<file path="src/csc_pkg.sv">
// package: register offsets, field positions and reset values for the card status-change block
package csf_pkg;
  localparam logic [11:0] CSF_FLAGS_OFS_A  = 12'h804;
  localparam logic [11:0] CSF_CONFIG_OFS_A = 12'h805;
  localparam logic [11:0] CSF_FLAGS_OFS_B  = 12'h844;
  localparam logic [11:0] CSF_CONFIG_OFS_B = 12'h845;
  localparam logic [7:0]  CSF_FLAGS_RESET  = 8'h00;
  localparam logic [7:0]  CSF_CONFIG_RESET = 8'h00;
  localparam int          CSF_BIT_DETECT   = 3;
  localparam int          CSF_BIT_READY    = 2;
  localparam int          CSF_BIT_BATLOW   = 1;
  localparam int          CSF_BIT_BATTERY_DEAD_FLAG  = 0;
  localparam int          CSF_GLOBAL_W1C   = 2;
  localparam logic [3:0]  CSF_FLAG_MASK    = 4'hF;
endpackage : csf_pkg

</file>
<file path="src/csc_socket_flags.sv">
// card status-change flags and interrupt configuration for two sockets
`timescale 1ns/1ps
`default_nettype none
module csf_socket_flags
  import csf_pkg::*;
(
  input  wire logic        clock_i,
  input  wire logic        reset_n_i,
  input  wire logic [11:0] reg_addr_i,
  input  wire logic        reg_read_i,
  input  wire logic        reg_write_i,
  input  wire logic [7:0]  reg_wdata_i,
  output logic      [7:0]  reg_rdata_o,
  input  wire logic [1:0]  flag_clear_w1c_i,
  input  wire logic [1:0]  io_card_i,
  input  wire logic [1:0]  ring_mode_i,
  input  wire logic [1:0]  card_detect_one_i,
  input  wire logic [1:0]  card_detect_two_i,
  input  wire logic [1:0]  card_ready_i,
  input  wire logic [1:0]  battery_low_i,
  input  wire logic [1:0]  battery_dead_i,
  input  wire logic [1:0]  card_status_signal_i,
  input  wire logic [1:0]  ring_signal_i,
  output logic      [1:0]  card_status_event_o
);
  localparam int NS = 2;
  localparam int SW = 7;

  // slot of each card pin inside one socket's synchronised word
  localparam int PIN_DETECT_ONE = 0;
  localparam int PIN_DETECT_TWO = 1;
  localparam int PIN_READY      = 2;
  localparam int PIN_BATLOW     = 3;
  localparam int PIN_BATTERY_DEAD_FLAG    = 4;
  localparam int PIN_STATUS     = 5;
  localparam int PIN_RING       = 6;

  logic [NS*SW-1:0] sync_in;
  logic [NS*SW-1:0] sync_q;
  logic [NS*SW-1:0] prev_q;
  logic [3:0]       flags     [NS];
  logic [7:0]       config_r  [NS];
  logic [3:0]       next_flags[NS];
  logic [3:0]       events    [NS];
  logic [3:0]       visible   [NS];
  logic [7:0]       next_rdata;

  function automatic logic [11:0] flags_ofs(input int s);
    return (s == 0) ? CSF_FLAGS_OFS_A : CSF_FLAGS_OFS_B;
  endfunction

  function automatic logic [11:0] config_ofs(input int s);
    return (s == 0) ? CSF_CONFIG_OFS_A : CSF_CONFIG_OFS_B;
  endfunction

  // raw source conditions of one socket, before the enables are applied
  function automatic logic [3:0] source_events(input logic [SW-1:0] c,
                                               input logic [SW-1:0] p,
                                               input logic          io);
    logic [3:0] e;
    e = 4'h0;
    e[CSF_BIT_DETECT]  = (c[PIN_DETECT_ONE] ^ p[PIN_DETECT_ONE]) |
                         (c[PIN_DETECT_TWO] ^ p[PIN_DETECT_TWO]);
    e[CSF_BIT_READY]   = !io && c[PIN_READY] && !p[PIN_READY];
    // level source: while still asserted it stays set through a clear, since the set wins in that cycle
    e[CSF_BIT_BATLOW]  = !io && c[PIN_BATLOW];
    // battery dead on memory cards, status-change on I/O cards
    e[CSF_BIT_BATTERY_DEAD_FLAG] = io ? c[PIN_STATUS] : c[PIN_BATTERY_DEAD_FLAG];
    return e;
  endfunction

  // bits that one bus cycle clears in one socket
  function automatic logic [3:0] clear_mask(input logic       hit,
                                            input logic       rd,
                                            input logic       wr,
                                            input logic       w1c,
                                            input logic [3:0] wdata);
    logic [3:0] m;
    m = 4'h0;
    if (hit && wr && w1c) begin
      m = wdata;
    end
    if (hit && rd && !w1c) begin
      m = CSF_FLAG_MASK;
    end
    return m;
  endfunction

  always_comb begin
    for (int s = 0; s < NS; s++) begin
      sync_in[s*SW +: SW] = {ring_signal_i[s], card_status_signal_i[s], battery_dead_i[s],
                             battery_low_i[s], card_ready_i[s], card_detect_two_i[s],
                             card_detect_one_i[s]};
    end
  end

  // every card pin is asynchronous, so all of them pass two flops
  csf_sync #(.W(NS*SW)) u_sync (
    .clock_i   (clock_i),
    .reset_n_i (reset_n_i),
    .async_i   (sync_in),
    .sync_o    (sync_q)
  );

  // previous synchronised values, for edge detection
  always_ff @(posedge clock_i or negedge reset_n_i) begin
    if (!reset_n_i) begin
      prev_q <= '0;
    end else begin
      prev_q <= sync_q;
    end
  end

  always_comb begin
    for (int s = 0; s < NS; s++) begin
      events[s] = source_events(sync_q[s*SW +: SW], prev_q[s*SW +: SW], io_card_i[s]);
      events[s] = events[s] & config_r[s][3:0];
    end
  end

  always_comb begin
    for (int s = 0; s < NS; s++) begin
      logic [3:0] clr;
      clr = clear_mask(reg_addr_i == flags_ofs(s), reg_read_i, reg_write_i,
                       flag_clear_w1c_i[s], reg_wdata_i[3:0]);
      // set wins over a clear in the same cycle so no event is lost
      next_flags[s] = (flags[s] & ~clr) | events[s];
      // a disabled source reads 0 and cannot hold a stale flag
      next_flags[s] = next_flags[s] & config_r[s][3:0];
    end
  end

  always_ff @(posedge clock_i or negedge reset_n_i) begin
    if (!reset_n_i) begin
      for (int s = 0; s < NS; s++) begin
        flags[s] <= CSF_FLAGS_RESET[3:0];
      end
    end else begin
      for (int s = 0; s < NS; s++) begin
        flags[s] <= next_flags[s];
      end
    end
  end

  always_ff @(posedge clock_i or negedge reset_n_i) begin
    if (!reset_n_i) begin
      for (int s = 0; s < NS; s++) begin
        config_r[s] <= CSF_CONFIG_RESET;
      end
    end else begin
      for (int s = 0; s < NS; s++) begin
        if (reg_write_i && reg_addr_i == config_ofs(s)) begin
          config_r[s] <= reg_wdata_i;
        end
      end
    end
  end

  always_comb begin
    for (int s = 0; s < NS; s++) begin
      visible[s] = flags[s];
      // ring mode shows the live ring level, gated by the same enable
      if (ring_mode_i[s]) begin
        visible[s][CSF_BIT_BATTERY_DEAD_FLAG] = sync_q[s*SW+PIN_RING] &
                                      config_r[s][CSF_BIT_BATTERY_DEAD_FLAG];
      end
    end
  end

  // read data mux; unmapped reads answer zero, other cycles keep the last answer
  always_comb begin
    next_rdata = reg_rdata_o;
    if (reg_read_i) begin
      next_rdata = 8'h00;
      for (int s = 0; s < NS; s++) begin
        if (reg_addr_i == flags_ofs(s)) begin
          next_rdata = {4'h0, visible[s]};
        end
        if (reg_addr_i == config_ofs(s)) begin
          next_rdata = config_r[s];
        end
      end
    end
  end

  // read data registered; reads take effect on the request cycle
  always_ff @(posedge clock_i or negedge reset_n_i) begin
    if (!reset_n_i) begin
      reg_rdata_o <= 8'h00;
    end else begin
      reg_rdata_o <= next_rdata;
    end
  end

  // taken from the next flags so the request carries no extra cycle of lag
  always_ff @(posedge clock_i or negedge reset_n_i) begin
    if (!reset_n_i) begin
      card_status_event_o <= 2'h0;
    end else begin
      for (int s = 0; s < NS; s++) begin
        card_status_event_o[s] <= |next_flags[s];
      end
    end
  end
endmodule // csf_socket_flags
`default_nettype wire

</file>
<file path="src/csc_sync.sv">
// two-flop synchroniser for socket-side levels
`timescale 1ns/1ps
`default_nettype none
module csf_sync #(
  parameter int W = 1
) (
  input  wire logic         clock_i,
  input  wire logic         reset_n_i,
  input  wire logic [W-1:0] async_i,
  output logic      [W-1:0] sync_o
);
  logic [W-1:0] meta;

  // meta feeds only the second flop
  always_ff @(posedge clock_i or negedge reset_n_i) begin
    if (!reset_n_i) begin
      meta   <= '0;
      sync_o <= '0;
    end else begin
      meta   <= async_i;
      sync_o <= meta;
    end
  end
endmodule // csf_sync
`default_nettype wire

</file>
<file path="config.mk">
export PLATFORM = sky130hd
export DESIGN_NAME = csf_socket_flags
export DESIGN_NICKNAME = d
export VERILOG_FILES = /design/src/csc_pkg.sv /design/src/csc_socket_flags.sv /design/src/csc_sync.sv
export SDC_FILE = /design/constraint.sdc
export NUM_CORES = 1
export LEC_CHECK = 0
export BUFFER_PORTS_ARGS = -buffer_cell sky130_fd_sc_hd__buf_2
export CORE_MARGIN = 3
export CORE_UTILIZATION = 53
export DETAILED_ROUTE_END_ITERATION = 10
export GPL_TIMING_DRIVEN = 0
export MAX_ROUTING_LAYER = met4
export PLACE_DENSITY = 0.78
export SLEW_MARGIN = 20
export SYNTH_ARGS = -nofsm -noshare
export SYNTH_HDL_FRONTEND = slang
export SYNTH_SLANG_ARGS = --single-unit
</file>
<file path="constraint.sdc">
create_clock -name clock_i -period 1.8 [get_ports clock_i]
set_clock_uncertainty 0.1 [all_clocks]
set_input_delay 0.18 -clock clock_i [delete_from_list [all_inputs] [get_ports clock_i]]
set_output_delay 0.18 -clock clock_i [all_outputs]
set_load 0.005 [all_outputs]
</file>
==> results.toml, run 1 <==
[run_status]
status = "finished with violations"
violations = "negative setup slack"

[placed_design]
io_buffers = 52
post-dp-hpwl_um = 3590
dp_slack_ps = -444
place_inst = 299
place_congestion = 0.789

[synth]
synth_top_cell_by_area = "dfrtp_1"
yosys_warnings = 0
synth_top_area_share_pct = 65.7
postSynthAreaPerCell_um2 = 14.3
synth_nets = 225
syn-cell-area_um2 = 2590
yosysSeqAreaShare_pct = 65.7
synth_area_leaders = "dfrtp_1, mux2_1, mux4_2, a21oi_1, nand3_1"
synthCells = 181
ys_ff_latch = 68
synth_cell_type_count = 35

[critical_path]
path_class = "in2reg"
cp.required_ps = 1900
critPathLaunchType = "input pin"
crit_fanout = 4
worstPathArrival_ps = 1910
critPathCaptureType = "flip-flop"

[floorplanning]
start_util_pct = 57.1
pin_count = 54
row_count = 24
dieArea_um2 = 5760
coreArea_um2 = 4530
die_w_um = 75.9
die_h_um = 75.9

[cts]
clk_pin_slew_worst_paths_ps = 70
cts_tree = "built"
cts_root_buf = "clkbuf_8"
cts_made_buffers = 9
htree_levels = 3
cts.sinks = 68
clk-insertion-delay-late_ps = 330
ctsLongestPathBuffers = 2

[finish]
areaGrowthSynthToFinish_pct = 34.0
drive_gt1_share_pct = 37.4
mostFrequentLayoutCells = "dfrtp_1, buf_2, dlygate4sd3_1, nand3_1, clkbuf_8"
final_common_cell = "dfrtp_1"
antenna_cells = 0
nets = 312
utilization_pct = 76.5
fin_cells = 338

[sta]
rsz0062_at_grt = "true"
fin_setup_tns_ps = -12.9
finalCritPeriodShare_pct = 101
tightest_slew_ps = 655
slew_headroom_pct = 56.3
fmax_mhz = 552
setup_violations = 1
drv_slew = 0
period_minus_slack_ps = 1810
worst_slack_ps = -12.9
hold_viol = 0

[drt]
routed_wl_um = 5540
drt_pass1_iterations = 4
drtAntennaViolNets = 0
via_per_inst = 5.37
drt_iter0_drc = 192
route.detailed.drc = 0
vias = 1816
post_drt_wl_per_cell_um = 16.4

[job]
maxCapViolCount = 0

[global_route]
grtUsageTotal_pct = 21.5
grt_pass1_vias = 1936
grt_pass1_wl_um = 9400
grt_max_degree = 59
grt-ovfl-total = 0
antenna_found_initial = 0

[worst_hold_path]
worstHoldPathType = "in2reg"

[power_and_ir_drop]
p_leak_nw = 1.66
ir_drop_uv = 629
power_density_nw_per_um2 = 875
## layer usage
layer | up-vias | share of wire (%) | GRT usage [%]
met4 | 0 | 0.99 | 10.5
met5 | - | 0 | -
met2 | 63 | 50 | 32.8
met1 | 914 | 44 | 27.1
li1 | 835 | - | -
met3 | 4 | 4.9 | 5.57
## metrics by stage
stage | cell area, um2 | hold WS (ps) | total power [W]
floorplan | 2620 | -216 | 0.00167
global placement | 2960 | 187 | 0.00177
detailed placement | 2990 | -65.3 | 0.00178
CTS | 3410 | 18.5 | 0.00306
global route | 3470 | 33.4 | 0.00316
finish | 3470 | 31.4 | 0.00304
## synthesized netlist by cell type
cell type,instances
nand2b_1,4
or4_1,3
or2_2,1
clkbuf_1,4
nor4_4,1
a21o_1,1
or4b_4,2
o21bai_1,1
a31o_1,1
xor2_1,4
mux4_2,3
a22oi_1,1
o31ai_1,2
o21ai_0,9
nor4b_4,1
nor3_2,1
and4_1,1
o2bb2ai_1,5
mux2i_1,4
nor2b_1,3
nand3_2,1
a211oi_1,2
and3b_1,1
nand2_1,3
nand3_1,12
o22ai_1,1
nor3b_1,2
nor2_1,1
a32oi_1,1
dfrtp_1,68
mux2_1,13
buf_4,1
inv_1,6
mux2_2,5
a21oi_1,12
## logic make-up (layout without fill, tap and decap cells)
kind of cell / Yosys count / count (layout) / share of synthesized area, %
buffers and inverters: 11 / 103 / 1.74
DFF: 68 / 68 / 65.7
AOI/OAI and AO/OA: 36 / 36 / 8.70
muxes: 25 / 25 / 12.0
xor gates and xnor gates: 4 / 4 / 1.35
and+or+nand+nor: 37 / 37 / 10.5
## state kept, by name (all words and copies together) (netlist names)
register	cells
u_sync.meta	14
prev_q	6
reg_rdata_o	8
flags	8
card_status_event_o	2
u_sync.sync_o	14
config_r	16
## final cells by class
class | count | area [um2]
Inverter | 6 | 22.5
Buffer | 5 | 26.3
Clock buffer | 12 | 155
Multi-Input combinational cell | 102 | 912
Sequential cell | 68 | 1700
Timing Repair Buffer | 76 | 524
Fill cell | 286 | 1060
Clock inverter | 4 | 47.5
Tap cell | 65 | 81.3
## timing repair
item | in CTS | in global routing
hold buffers | 19 | 0
pin swaps | 4 | 2
setup buffers | 3 | 1
resized for setup | 2 | 12
endpoints found under the setup margin | 4 | 17
endpoints found under the hold margin | 90 | 0
## report_power, final
group          internal (W)  switching, W  leakage [nW]  total (W)
Combinational      0.000101      0.000108         0.685   0.000210
Clock              0.000711      0.000533         0.102    0.00124
Sequential          0.00157     0.0000140         0.871    0.00158
## critical path, cell delays in order
cell and delay, ps:
buf_6 90, or4b_4 590, nor4b_4 290, buf_6 170
a21oi_2 60, or4_1 540
## path summary, 6_finish.rpt
kind                                    from                     end  slack [ps]  cells after the start
setup / recovery               reg_addr_i[5]  card_status_event_o[0]         -10                      6
hold / removal                reg_wdata_i[3]            config_r[11]          30                      2
max in group asynchronous          reset_n_i            config_r[13]         970                      3
min in group asynchronous          reset_n_i          reg_rdata_o[4]         120                      2
setup reg to reg           u_sync.sync_o[12]  card_status_event_o[1]          60                      4
hold reg to reg               u_sync.meta[5]        u_sync.sync_o[5]         240                      0
Power figures use the tool's default switching activity.
==> run 2: changes to the inputs <==
--- a/config.mk
+++ b/config.mk
@@ -6,8 +6,9 @@
 export NUM_CORES = 1
 export LEC_CHECK = 0
 export BUFFER_PORTS_ARGS = -buffer_cell sky130_fd_sc_hd__buf_2
-export CORE_MARGIN = 3
+export CORE_MARGIN = 2
 export CORE_UTILIZATION = 53
+export CTS_CLUSTER_SIZE = 30
 export DETAILED_ROUTE_END_ITERATION = 10
 export GPL_TIMING_DRIVEN = 0
 export MAX_ROUTING_LAYER = met4
==> run 2 against run 1 <==
The flow still finishes with violations (negative setup slack). Count of clock-buffer cells in the layout increased by 1. Die area fell by 5.2%. Combinational power decreased by 3%. Worst hold slack worse by 21 ps. Critical path type unchanged. Critical endpoint unchanged. Largest power group unchanged.
==> results.toml, run 2 (synthesis results as in run 1) <==
[run_status]
status = "finished with violations"
violations = "negative setup slack"

[placed_design]
place_inst = 301
post-dp-hpwl_um = 3550
io_buffers = 52
place_area_um2 = 2980
place_congestion = 0.822

[finish]
final_common_cell = "dfrtp_1"
drive_gt1_share_pct = 34.5
utilization_pct = 72.5
reg.largest.list = "config_r: 16 flops, u_sync.meta: 14 flops, u_sync.sync_o: 14 flops"
design_area_um2 = 3430
largest_reg_flops = 16
nets = 315
fin_cells = 342
regMostFlops = "config_r"
mostFrequentLayoutCells = "dfrtp_1, buf_2, dlygate4sd3_1, nand3_1, clkbuf_8"
antenna_cells = 0
areaGrowthSynthToFinish_pct = 32.3

[power_and_ir_drop]
power_density_nw_per_um2 = 865
power.total_w = 0.00296
ir_drop_uv = 736
p_leak_nw = 1.66

[sta]
period_minus_slack_ps = 1800
worst_slack_ps = -2.79
tightest_slew_ps = 663
drv_slew = 0
fmax_mhz = 555
rsz0062_at_grt = "true"
fin_setup_tns_ps = -2.79
slew_headroom_pct = 55.8
finalCritPeriodShare_pct = 100
setup_violations = 1
hold_viol = 0

[floorplanning]
dieArea_um2 = 5460
pin_count = 54
coreArea_um2 = 4720
die_w_um = 73.9
row_count = 25
start_util_pct = 54.8
die_h_um = 73.9

[cts]
cts.sinks = 68
htree_levels = 3
cts_made_buffers = 9
clk_pin_slew_worst_paths_ps = 70
cts_root_buf = "clkbuf_8"
clk-insertion-delay-late_ps = 330
cts_tree = "built"
ctsLongestPathBuffers = 2

[worst_hold_path]
min_path_cells = 2
worstHoldPathType = "in2reg"
min_from = "reg_wdata_i[1]"
min_to = "config_r[9]"

[job]
maxCapViolCount = 0

[drt]
drtAntennaViolNets = 0
route.detailed.drc = 0
drt_iter0_drc = 145
routed_wl_um = 5220
vias = 1764
post_drt_wl_per_cell_um = 15.3
via_per_inst = 5.16
drt_pass1_iterations = 4

[critical_path]
cpMaxStageDelayCell = "or4b_4"
crit_fanout = 4
r2r-end = "card_status_event_o[1]"
cp.required_ps = 1900
ff2ff_path_depth = 4
path_buf_inv = 2
r2r-start = "u_sync.sync_o[7]"
slowest_delay_ps = 590
critPathCaptureType = "flip-flop"
r2r_slack_ps = 50
path_class = "in2reg"
critPathLaunchType = "input pin"
critPathTopFamily = "simple AND/OR/NAND/NOR gates"
cp_cell_sequence = "buf_6, or4b_4, nor4b_4, buf_4, a21oi_2, or4_1"
worstPathArrival_ps = 1900

[global_route]
grt_pass1_vias = 1767
grt-ovfl-total = 0
grtUsageTotal_pct = 22.4
grt_max_degree = 38
grt_pass1_wl_um = 8430
antenna_found_initial = 0
==> run 2: cell count changes in the layout (fill, tap and decap cells not counted), moves of 2 or more <==
cell	previous run	this run
buf_6	4	2
buf_4	3	8
mux2_4	8	4
mux2_1	5	9
clkbuf_1	5	7
==> run 2: cell type report <==
type	count	area, um2
flip-flops and latches	68	1700
fillers	324	1300
multi-input cells	102	876
repair buffers	79	532
clock buffers	13	149
well taps	67	83.8
clock inverters	2	35.0
plain buffers	5	26.3
inverters	6	22.5
==> run 2: worst max-delay path by stage <==
stage / from / to / cells after the start
finish: reg_addr_i[1] / card_status_event_o[0] / 6
floorplan: reg_addr_i[8] / card_status_event_o[0] / 4
CTS: reg_addr_i[5] / card_status_event_o[0] / 6
global route: reg_addr_i[1] / card_status_event_o[0] / 6
detailed placement: reg_addr_i[8] / card_status_event_o[0] / 5
global placement: reg_addr_i[8] / card_status_event_o[0] / 5
==> run 2: where the power goes <==
| part | leakage [nW] | internal, W | switching (W) |
|---|---|---|---|
| registers | 0.871 | 0.00157 | 0.0000140 |
| clock network | 0.0935 | 0.000670 | 0.000506 |
| logic | 0.699 | 0.0000986 | 0.000104 |
| total | 1.66 | 0.00234 | 0.000625 |
==> run 2: what timing repair did <==
action                     CTS  global route
hold endpoints to repair    51             0
setup endpoints to repair    3            10
resized for setup            3             1
pin swaps                    3             5
hold buffers                19             0
buffers inserted             4             3
==> run 2: routing by layer <==
metal  part of all wire [%]  track usage [%]  vias to the layer above
li1                       -                -                      837
met1                     43             29.1                      842
met2                     48             34.3                       75
met3                    6.4             4.66                       10
met4                    2.0             9.70                        0
met5                      0                -                        -
==> run 2: through the flow <==
stage | setup slack [ps] | hold WS [ps]
finish | -2.79 | 10.7
global route | -17.2 | 19.9
CTS | 6.26 | 6.78
detailed placement | -434 | 36.9
global placement | -386 | 188
floorplan | -129 | -216
